## config.mk

```make
export PLATFORM = sky130hd
export DESIGN_NAME = peripheral_access_latency
export DESIGN_NICKNAME = d
export VERILOG_FILES = /design/src/verilog/access_latency_pkg.sv /design/src/verilog/peripheral_access_latency.sv /design/src/verilog/pclk_enable_divider.sv
export SDC_FILE = /design/constraint.sdc
export NUM_CORES = 1
export LEC_CHECK = 0
export ABC_AREA = 1
export BUFFER_PORTS_ARGS = -buffer_cell sky130_fd_sc_hd__buf_2
export CORE_ASPECT_RATIO = 1.5
export CORE_UTILIZATION = 48
export DETAILED_ROUTE_END_ITERATION = 10
export GPL_ROUTABILITY_DRIVEN = 1
export PLACE_DENSITY = 0.79
export RECOVER_POWER = 50
export SETUP_SLACK_MARGIN = 0.2
export SLEW_MARGIN = 20
export SYNTH_ARGS = -nofsm -noshare
export SYNTH_HDL_FRONTEND = slang
export SYNTH_SLANG_ARGS = --single-unit
export TNS_END_PERCENT = 5
```

## constraint.sdc

```tcl
create_clock -name CORE_CLK_I -period 3 [get_ports CORE_CLK_I]
set_clock_uncertainty 0.05 [all_clocks]
set_input_delay 0.3 -clock CORE_CLK_I [delete_from_list [all_inputs] [get_ports CORE_CLK_I]]
set_output_delay 0.3 -clock CORE_CLK_I [all_outputs]
set_load 0.01 [all_outputs]
```

## src/verilog/access_latency_pkg.sv

```systemverilog
// Constants for the peripheral access latency logic
package access_latency_pkg;

   // ------------------------------------------------------------
   // Address ranges and their access counts
   // ------------------------------------------------------------
   localparam int NUM_RANGES = 9;

   // Range indices
   localparam int RNG_PORT = 0;
   localparam int RNG_CRC = 1;
   localparam int RNG_PRODUCT_ORG = 2;
   localparam int RNG_RANDOM = 3;
   localparam int RNG_CMP_RTC = 4;
   localparam int RNG_REMOTE_TIMER = 5;
   localparam int RNG_SERIAL_ADC = 6;
   localparam int RNG_FLASH = 7;
   localparam int RNG_CORE_LOCAL = 8;

   localparam logic [31:0] RANGE_LO [0:NUM_RANGES-1] = '{
      32'h4004_0000, 32'h4007_4000, 32'h4009_1000, 32'h4009_1100, 32'h4009_1200,
      32'h4009_2100, 32'h4009_3000, 32'h407E_0000, 32'hE200_0000};
   localparam logic [31:0] RANGE_HI [0:NUM_RANGES-1] = '{
      32'h4004_1FFF, 32'h4007_40FF, 32'h4009_10FF, 32'h4009_11FF, 32'h4009_20FF,
      32'h4009_22FF, 32'h4009_C0FF, 32'h407F_FFFF, 32'hE680_0FFF};

   // Count with equal clocks, in system clock cycles
   localparam logic [3:0] BASE_EQUAL [0:NUM_RANGES-1] = '{
      4'h3, 4'h3, 4'h2, 4'h3, 4'h2, 4'h2, 4'h2, 4'h3, 4'h2};
   // Truncated lower bound with a faster system clock, peripheral cycles
   localparam logic [3:0] BASE_FAST_MIN [0:NUM_RANGES-1] = '{
      4'h2, 4'h2, 4'h1, 4'h2, 4'h1, 4'h1, 4'h1, 4'h0, 4'h0};
   // Ranges timed on the peripheral clock (others on the system clock)
   localparam logic [NUM_RANGES-1:0] RANGE_ON_PCLK = 9'h07F;

   // ------------------------------------------------------------
   // Extras and defaults
   // ------------------------------------------------------------
   localparam logic [3:0] HALFWORD_EXTRA = 4'h2;
   localparam logic [3:0] SYNC_PCLK_CYCLES = 4'h1;
   localparam logic [3:0] UNMAPPED_CYCLES = 4'h2;
   localparam logic [3:0] MIN_SYS_CYCLES = 4'h2;

endpackage

```

## src/verilog/peripheral_access_latency.sv

```systemverilog
// Wait-state generator of the peripheral bus bridge
`timescale 1ns/1ps

// Notes on behaviour
// - Product organisation range: 2 cycles equal clocks, 1 to 3 when faster.
// - Random number range: 3 cycles equal clocks, 2 to 4 peripheral cycles faster.
// - Comparator and clock range: 2 cycles equal, 1 to 3 peripheral cycles faster.
// - Remote receiver and interval timer: 2 cycles equal, 1 to 3 faster.
// - Serial, timer array and converter range: 2 equal, 1 to 3 faster.
// - Flash control range: 3 system clock cycles at any clock ratio, 5 with the halfword flag.
// - Core-local controller, machine timer, debug: 2 core cycles at any clock ratio, 4 with the halfword flag.
// - Halfword serial and checksum data registers take 2 cycles more.
// - Fractional peripheral counts: truncated minimum, rounded-up maximum.
// - Counts are minimum latencies; clock source changes add more.
// - Port register reads add the programmed port read wait count.
// - Faster system clock adds at least one peripheral sync cycle.
module peripheral_access_latency
   import access_latency_pkg::*;
#(
   parameter int WAIT_W = 3,
   parameter int DIV_W = 3,
   parameter int CNT_W = 5
) (
   input wire logic CORE_CLK_I,
   input wire logic SYS_RST_I,
   input wire logic REQ_I,
   input wire logic [31:0] ADDR_I,
   input wire logic WRITE_I,
   input wire logic HALFWORD_REG_I,
   input wire logic PORT_REG_I,
   input wire logic [WAIT_W-1:0] PORT_READ_WAIT_COUNT_I,
   input wire logic [DIV_W-1:0] PCLK_DIV_I,
   output logic READY_O,
   output logic DONE_O,
   output logic ACC_ERR_O
);

   // ------------------------------------------------------------
   // Elaboration checks
   // ------------------------------------------------------------
   localparam int MAX_TOTAL = 3 + 2 + (1 << WAIT_W);
   if (WAIT_W < 1 || DIV_W < 1) begin : g_bad_width
      $error("port wait and divider widths must be at least one");
   end
   if ((1 << CNT_W) <= MAX_TOTAL) begin : g_bad_cnt
      $error("counter too narrow for the longest access");
   end

   // ------------------------------------------------------------
   // Peripheral clock enable
   // ------------------------------------------------------------
   logic pclk_en;

   pclk_enable_divider #(
      .DIV_W(DIV_W)
   ) u_div (
      .clk_i(CORE_CLK_I),
      .rst_i(SYS_RST_I),
      .div_i(PCLK_DIV_I),
      .pclk_en_o(pclk_en)
   );

   // ------------------------------------------------------------
   // Address decode
   // ------------------------------------------------------------
   logic [NUM_RANGES-1:0] hit;
   logic [3:0] eq_masked [0:NUM_RANGES-1];
   logic [3:0] fast_masked [0:NUM_RANGES-1];

   // One comparator pair per range; ranges never overlap
   for (genvar i = 0; i < NUM_RANGES; i++) begin : g_range
      assign hit[i] = (ADDR_I >= RANGE_LO[i]) && (ADDR_I <= RANGE_HI[i]);
      assign eq_masked[i] = hit[i] ? BASE_EQUAL[i] : 4'h0;
      assign fast_masked[i] = hit[i] ? BASE_FAST_MIN[i] : 4'h0;
   end

   logic [3:0] base_eq;
   logic [3:0] base_fast;

   // Merge the one hot range counts
   always_comb begin
      base_eq = 4'h0;
      base_fast = 4'h0;
      for (int k = 0; k < NUM_RANGES; k++) begin
         base_eq = base_eq | eq_masked[k];
         base_fast = base_fast | fast_masked[k];
      end
   end

   // ------------------------------------------------------------
   // Latency selection
   // ------------------------------------------------------------
   wire mapped = |hit;
   wire sys_faster = (PCLK_DIV_I != '0);
   wire on_pclk = |(hit & RANGE_ON_PCLK);
   wire use_pclk = sys_faster && on_pclk;
   wire port_read = PORT_REG_I && !WRITE_I && hit[RNG_PORT];
   wire [CNT_W-1:0] port_extra = port_read ? CNT_W'(PORT_READ_WAIT_COUNT_I) : '0;
   wire [CNT_W-1:0] half_extra = HALFWORD_REG_I ? CNT_W'(HALFWORD_EXTRA) : '0;
   wire [CNT_W-1:0] extras = port_extra + half_extra;
   wire [CNT_W-1:0] sys_total = mapped ? CNT_W'(base_eq) + extras : CNT_W'(UNMAPPED_CYCLES);
   // Lower bound plus one sync edge keeps the wait inside min to max
   wire [CNT_W-1:0] pclk_load = CNT_W'(base_fast) + extras;
   wire [CNT_W-1:0] sys_load = sys_total - CNT_W'(MIN_SYS_CYCLES);
   wire accept = REQ_I && READY_O;

   // ------------------------------------------------------------
   // Wait state machine
   // ------------------------------------------------------------
   typedef enum logic [1:0] {ST_IDLE, ST_SYS, ST_PCLK} wait_state_t;

   wait_state_t state;
   wait_state_t next_state;
   logic [CNT_W-1:0] remain;
   logic [CNT_W-1:0] next_remain;
   logic err_held;
   logic next_err_held;
   logic next_done;

   // Next state: counts end either on the system clock or on pclk edges
   always_comb begin
      next_state = state;
      next_remain = remain;
      next_err_held = err_held;
      next_done = 1'b0;
      unique case (state)
         ST_IDLE: begin
            if (accept) begin
               next_err_held = !mapped;
               if (use_pclk) begin
                  next_state = ST_PCLK;
                  next_remain = pclk_load;
               end else begin
                  next_state = ST_SYS;
                  next_remain = sys_load;
               end
            end
         end
         ST_SYS: begin
            if (remain == '0) begin
               next_state = ST_IDLE;
               next_done = 1'b1;
            end else begin
               next_remain = remain - 1'b1;
            end
         end
         ST_PCLK: begin
            if (pclk_en) begin
               if (remain == '0) begin
                  next_state = ST_IDLE;
                  next_done = 1'b1;
               end else begin
                  next_remain = remain - 1'b1;
               end
            end
         end
         default: begin
            next_state = ST_IDLE;
         end
      endcase
   end

   // State registers
   always_ff @(posedge CORE_CLK_I) begin
      if (SYS_RST_I) begin
         state <= ST_IDLE;
         remain <= '0;
         err_held <= 1'b0;
      end else begin
         state <= next_state;
         remain <= next_remain;
         err_held <= next_err_held;
      end
   end

   // Bus master handshake outputs
   always_ff @(posedge CORE_CLK_I) begin
      if (SYS_RST_I) begin
         READY_O <= 1'b1;
         DONE_O <= 1'b0;
         ACC_ERR_O <= 1'b0;
      end else begin
         READY_O <= (next_state == ST_IDLE);
         DONE_O <= next_done;
         ACC_ERR_O <= next_done && next_err_held;
      end
   end

   // ------------------------------------------------------------
   // Checking helpers
   // ------------------------------------------------------------
   logic [CNT_W-1:0] lat_cnt;
   logic [CNT_W-1:0] exp_sys;
   logic [CNT_W-1:0] pclk_cnt;
   logic [CNT_W-1:0] exp_pclk;
   logic was_pclk;

   // Cycles and pclk edges seen since the request was taken
   always_ff @(posedge CORE_CLK_I) begin
      if (SYS_RST_I) begin
         lat_cnt <= '0;
         exp_sys <= '0;
         pclk_cnt <= '0;
         exp_pclk <= '0;
         was_pclk <= 1'b0;
      end else if (accept) begin
         lat_cnt <= CNT_W'(1);
         exp_sys <= sys_total;
         pclk_cnt <= '0;
         exp_pclk <= pclk_load + CNT_W'(SYNC_PCLK_CYCLES);
         was_pclk <= use_pclk;
      end else if (!READY_O) begin
         lat_cnt <= (&lat_cnt) ? lat_cnt : lat_cnt + 1'b1; // Saturates on long waits
         pclk_cnt <= pclk_cnt + CNT_W'(pclk_en);
      end
   end
endmodule

```

## src/verilog/pclk_enable_divider.sv

```systemverilog
// Divider that makes the peripheral clock enable pulse
`timescale 1ns/1ps
module pclk_enable_divider #(
   parameter int DIV_W = 3
) (
   input wire logic clk_i,
   input wire logic rst_i,
   input wire logic [DIV_W-1:0] div_i,
   output logic pclk_en_o
);

   logic [DIV_W-1:0] cnt;
   wire wrap = (cnt >= div_i);

   // ------------------------------------------------------------
   // Counter: one pulse every div_i+1 cycles, every cycle at zero
   // ------------------------------------------------------------
   always_ff @(posedge clk_i) begin
      if (rst_i) begin
         cnt <= '0;
         pclk_en_o <= 1'b0;
      end else begin
         cnt <= wrap ? '0 : cnt + 1'b1;
         pclk_en_o <= wrap;
      end
   end

endmodule

```

## Word level (Yosys, flattened, before mapping)

Index checks and enable logic that the tools add are counted.
Widths: inputs -> output; s select.

- Input bits: 44
- Output and inout bits: 3
- Word-level logic and storage cells: 110
- Flip-flop bits (word level): 15

- Eq/ne operators: 4
- Reduce and logical (&&, ||, !) cells: 25
- Add/subtract/negate cells: 6
- Mux-type cells: 34
- Bitwise logic cells: 14
- $lt $le $gt $ge: 19

Operators with widths:

| operator | count |
|---|---|
| $ge 32x31->1 const B | 8 |
| $le 32x31->1 const B | 8 |
| $mux 2 | 17 |
| $ge 32x32->1 const B | 1 |
| $le 32x32->1 const B | 1 |
| $mux 5 | 5 |
| $or 2x2->2 | 10 |
| $pmux 5 s3 | 1 |
| $logic_and 1x1->1 | 14 |
| $add 2x4->5 | 2 |
| $reduce_or 9->1 | 1 |
| $mux 1 | 8 |
| $or 2x1->2 | 4 |
| $reduce_or 7->1 | 1 |
| $pmux 2 s3 | 1 |
| $reduce_bool 3->1 | 2 |
| $logic_not 5->1 | 1 |
| $sub 5x1->5 const B | 1 |
| $sub 5x2->5 const B | 1 |
| $add 3x2->4 | 1 |
| $logic_not 2->1 | 2 |
| $add 3x1->3 const B | 1 |
| $ge 3x3->1 | 1 |
| $mux 3 | 1 |
| 8 further kinds | 9 |

## Logic depth before layout (Yosys ltp)

- Word-level depth: 17
- Depth in mapped cells: 22

## Hierarchy

A second synthesis with hierarchy kept.

- Cell total of the unflattened synthesis: 323
- Area total of the unflattened synthesis: 1905.6 sq um

Modules (own cells, without submodules):

| module | cells each | instances | area an instance (sq um) |
|---|---|---|---|
| peripheral_access_latency | 298 | 1 | 1694.1 |
| pclk_enable_divider | 25 | 1 | 211.5 |

## Least setup slack after synthesis

No wires, ideal clock.

- Path type: input to register
- Start point: input ADDR_I[27]
- End point: register remain[2]
- Data arrival time: 2.912 ns
- Setup time: 0.129 ns
- Path buffers: 0
- Required time: 2.821 ns
- Stages: 17
- Path slack: -0.092 ns
- Cell sequence: inv_1 > nand2_1 > nor2_1 > nand2_1 > nor2_1 > nand4_1 > or3b_2 > nor2_1 > ha_1 > inv_1 > fa_1 > inv_1 > nor2_1 > ha_1 > nor2_2 > o211ai_1 > a21oi_1

- Cells in the longest elaborated chain, start to end: 17

RTL lines:

| element | line | RTL |
|---|---|---|
| from (decl) | peripheral_access_latency.sv:27 | `input wire logic [31:0] ADDR_I,` |
| $ge 32x31->1 / $le 32x31->1 (equally long branches) | peripheral_access_latency.sv:72 | `assign hit[i] = (ADDR_I >= RANGE_LO[i]) && (ADDR_I <= RANGE_HI[i]);` |
| $logic_and 1x1->1 | peripheral_access_latency.sv:72 |  |
| $mux 2 | peripheral_access_latency.sv:73 | `assign eq_masked[i] = hit[i] ? BASE_EQUAL[i] : 4'h0;` |
| $or 2x2->2 (8 in series) | peripheral_access_latency.sv:85 | `base_eq = base_eq \| eq_masked[k];` |
| $add 2x4->5 | peripheral_access_latency.sv:101 | `wire [CNT_W-1:0] sys_total = mapped ? CNT_W'(base_eq) + extras : CNT_W'(UNMAPPED_CYCLES);` |
| $mux 5 | peripheral_access_latency.sv:101 |  |
| $sub 5x2->5 | peripheral_access_latency.sv:104 | `wire [CNT_W-1:0] sys_load = sys_total - CNT_W'(MIN_SYS_CYCLES);` |
| $mux 5 * | peripheral_access_latency.sv:130 | `if (use_pclk) begin` |
| $mux 5 * | peripheral_access_latency.sv:128 | `if (accept) begin` |
| $pmux 5 s3 * | peripheral_access_latency.sv:126 | `unique case (state)` |
| to (signal assigned) | peripheral_access_latency.sv:171 | `remain <= next_remain;` |
| to (decl) | peripheral_access_latency.sv:114 | `logic [CNT_W-1:0] remain;` |

Every way passes the cells marked *; elsewhere a longest branch is shown, timed or not. The select of a mux whose other input is x is not followed.
A chain may end at the register's enable or synchronous reset.

## Final worst setup path

- Start point: input ADDR_I[27]
- End point: register remain[3]

Same word-level chain as after synthesis.

==> tab_implementation.tex <==
\begin{tabular}{lr}
\hline
Metric & Value \\
\hline
\multicolumn{2}{l}{\textbf{STA}} \\
Max-slew headroom at the worst pin & 76.40\% \\
Max Slew Vio Count & 0 \\
Max Clk Rate & 0.3486 GHz \\
Final Hold Slack & 0.2938 ns \\
Tcrit/Tclk final & 95.63\% \\
Unrepaired setup endpoints after global routing & yes \\
Final-report setup violation count & 0 \\
Final Hold Vio Count & 0 \\
Worst-Margin Slew & 0.3537 ns \\
Minimum clock period after layout & 2.869 ns \\
\multicolumn{2}{l}{\textbf{Hold path}} \\
Min-Delay Path Class & input pin to flip-flop \\
Beginning of the worst hold path & SYS\_RST\_I \\
Hold Crit Endpoint & remain[3] \\
Hold path cells & 2 \\
\multicolumn{2}{l}{\textbf{Clock tree}} \\
Skew-Pair Late Insertion Delay & 0.25 ns \\
Clock tree from TritonCTS & built \\
Clock root buffer & clkbuf\_8 \\
Number of buffers between clock root and the deepest sink & 2 \\
H-tree depth & 1 \\
Number of sinks on the clock net & 15 \\
Clock input transition at the sequential cells of the worst setup and hold paths & 0.06 ns \\
Number of buffers created by CTS & 3 \\
\multicolumn{2}{l}{\textbf{Synth}} \\
Synth cell types & 31 \\
Count of yosys warnings during synthesis & 0 \\
Top cells by area in the synthesized netlist & dfxtp\_1 17\%, nand2\_1 12\%, ha\_1 11\%, inv\_1 11\%, nor2\_1 11\% \\
EDFF count, synth & 0 \\
Share of the synthesized area in the top cell type & 16.66\% \\
Share of async-settable or async-resettable flops after synthesis & 0\% \\
Instance count of the mapped netlist & 300 \\
Post-synthesis sequential element count & 15 \\
Portion of the post-synthesis area used by sequential elements & 16.66\% \\
Synth Flop Type & dfxtp\_1 \\
Total nets after synthesis & 362 \\
Cell type with the highest aggregate area in the netlist & dfxtp\_1 \\
Average instance area after synthesis & 6.010 µm² \\
Cell area after technology mapping & 0.001803 mm² \\
\multicolumn{2}{l}{\textbf{Power}} \\
Switching Share & 34.89\% \\
Clock power share & 24.3\% \\
Cell internal power dissipation & 0.4370 mW \\
Pwr dens & 261.8 mW/mm² \\
Largest voltage drop on the vdd net & 0.3395 mV \\
Net Switching & 0.2342 mW \\
Leakage Power & 1.305 nW \\
Sequential power share & 35.9\% \\
Share of total power in combinational logic & 39.8\% \\
\multicolumn{2}{l}{\textbf{Global routing}} \\
Initial antenna violation count & 0 \\
Pin count of the biggest net entering global routing & 9 \\
First-pass GRT wire length & 7438 µm \\
Via count of the first global-routing pass & 1996 \\
Total global routing track utilization & 23.24\% \\
Congestion Overflow GR & 0 \\
\multicolumn{2}{l}{\textbf{Setup path}} \\
Slack of the worst reg-to-reg path & 1.02 ns \\
Required @ worst endpoint & 3.09 ns \\
Arrival @ worst endpoint & 2.95 ns \\
Number of cell instances on the worst register-to-register path & 9 \\
Critical path, cell by cell & buf\_8 > inv\_4 > nand2\_4 > nor2\_4 > nand2\_2 > nor2\_2 > nand4\_1 > or3b\_4 > nor2\_4 > ha\_4 > inv\_4 > fa\_2 > inv\_2 > nor2\_4 > ha\_4 > nand3\_2 > nand2\_1 > nor2\_1 > o21ai\_1 > a21oi\_1 \\
Kind of critical path & input pin to flip-flop \\
FF-to-FF End & remain[4] \\
Peak fanout along the critical path & 3 \\
Worst R2R Start & state[0] \\
Category of the worst setup path capture point & flip-flop \\
Cell repeated most along the worst path & nor2\_4 \\
Element type at the critical path start & input pin \\
Crit path largest cell delay & 0.55 ns \\
Slowest cell on the critical path & fa\_2 \\
\multicolumn{2}{l}{\textbf{Drt}} \\
Post-route DRC & 0 \\
Detail-routed net length per standard cell & 11.15 µm \\
Sum of routed wire length over all layers & 4683 µm \\
Count of TritonRoute iterations in the first routing pass & 4 \\
Final ANT Viol Nets & 0 \\
Post-detailed-route via-to-cell ratio & 5.124 \\
Total number of vias & 2152 \\
Number of design-rule violations left by the first detailed-router iteration & 47 \\
\multicolumn{2}{l}{\textbf{Die}} \\
Row count & 26 \\
Die Footprint & 0.004010 mm² \\
Die Wd & 52.04 µm \\
Core area & 0.003481 mm² \\
Effective utilization at floorplan & 51.80\% \\
Top-Level Pins & 47 \\
Chip Height & 77.06 µm \\
\multicolumn{2}{l}{\textbf{Cells and area}} \\
Share of post-route cells with drive strength above 1 & 37.57\% \\
Number of nets in the layout & 441 \\
Footprint of the multi-input gates & 0.001440 mm² \\
Number of diodes added for antenna fixing & 0 \\
Final-layout fill cell count & 263 \\
Synth-to-Final Area Change & 42.19\% \\
Storage cell area & 300.3 µm² \\
Core Util, Final & 73.65\% \\
Fin cells & 420 \\
\multicolumn{2}{l}{\textbf{Place}} \\
Placed wire-length estimate & 3450 µm \\
Routability congestion estimate & 0.8371 \\
Number of placed instances, taps included & 412 \\
Input/output buffers & 38 \\
\multicolumn{2}{l}{\textbf{Flow run}} \\
Number of max-capacitance violations reported & 0 \\
\multicolumn{2}{l}{\textbf{Outcome}} \\
Outcome & complete, no violations \\
\hline
\end{tabular}
## routing by layer
layer  global-route usage [%]  routed length, µm  part of all wire, %  vias to the layer above
met4                    7.838                104                  2.2                        0
met2                    47.31               2759                   59                       51
met5                        0                  0                    0                        -
met1                    22.61               1717                   37                      974
met3                    1.389                102                  2.2                       15
li1                         -                  -                    -                     1112
## power groups by stage
| stage | Combinational (mW) | Sequential [mW] | Clock [mW] |
|---|---|---|---|
| global placement | 0.234 | 0.244 | 0 |
| detailed placement | 0.240 | 0.245 | 0 |
| finish | 0.267 | 0.241 | 0.163 |
| floorplan | 0.148 | 0.242 | 0 |
| global route | 0.305 | 0.244 | 0.173 |
| CTS | 0.246 | 0.241 | 0.163 |
## sequential cells by signal, summed over array words and instances (netlist names)
name	flops
remain	5
u_div.cnt	3
state	2
ACC_ERR_O	1
DONE_O	1
READY_O	1
err_held	1
u_div.pclk_en_o	1
## how the worst max path moves through the flow
stage,start,end,depth (start not counted)
final,ADDR_I[27],remain[3],20
after floorplan,ADDR_I[27],remain[2],17
after CTS,ADDR_I[29],remain[4],21
after global placement,ADDR_I[27],remain[3],20
after detailed placement,ADDR_I[27],remain[3],20
after global routing,ADDR_I[31],remain[4],23
## placed cells by master (no fill, tap or decap), drive strengths merged, types with 6 or more instances in the layout
cell type,synthesis,layout
nor2,64,64
dfxtp,15,15
nand2,64,64
nor3,6,6
ha,16,16
o21ai,15,15
nand3,15,15
inv,57,57
a21oi,23,23
clkbuf,1,7
buf,0,72
## per-stage QoR
step / instance area (µm²) / power (mW) / setup WS (ns) / setup TNS, ns
3_3_place_gp: 2295 / 0.4784 / -0.1451 / -0.3380
3_5_place_dp: 2295 / 0.4852 / -0.2472 / -0.6377
2_1_floorplan: 1808 / 0.3897 / 0.04788 / 0
4_1_cts: 2390 / 0.6495 / 0.08078 / 0
5_1_grt: 2564 / 0.7219 / -0.02097 / -0.04016
6_report: 2564 / 0.6712 / 0.1312 / 0
## critical path: cells and delay by family
kind | cells | cell delay (ns)
buffers and inverters | 4 | 0.25
adders and majority gates | 3 | 0.88
and+or+nand+nor | 11 | 1.33
AOI/OAI and AO/OA | 2 | 0.20
## logic make-up (layout without fill, tap and decap cells)
family / count (synthesis) / in the layout / synth area share [%]
AND/OR/NAND/NOR: 158 / 158 / 41.57
flip-flops: 15 / 15 / 16.66
adder cells (fa/ha/maj): 18 / 18 / 13.32
XOR/XNOR: 5 / 5 / 2.429
AO/OA/AOI/OAI: 45 / 45 / 13.67
buffers and inverters: 59 / 137 / 12.35
## synth_stat cells, types with 2 or more instances
cell      instances
nor2_4            4
inv_2             5
o21ai_1           6
o21ai_0           9
nor2_2            8
o211ai_1          4
fa_1              2
dfxtp_1          15
nand4_1           3
nor4_1            4
nor2_1           52
nand2_2           5
xnor2_1           2
nand2_1          58
nand3_2           2
xor2_1            3
nand3_4           2
nor3_1            6
a21oi_1          22
ha_1             16
nand3_1          11
inv_1            52
## cell type report
type                    instances  area share, %
repair buffers                 75          19.47
multi-input cells             226          56.17
inverters                      58          8.834
clock buffers                   4          1.757
flip-flops and latches         15          11.71
well taps                      42          2.050
## timing repair
item	4_1_cts	5_1_grt
hold buffers	0	0
endpoints found under the hold margin	0	0
gates resized for setup	11	42
pin swaps	11	29
setup buffers	1	3
endpoints found under the setup margin	3	4
Note: power is estimated with default switching activity, not from simulation.
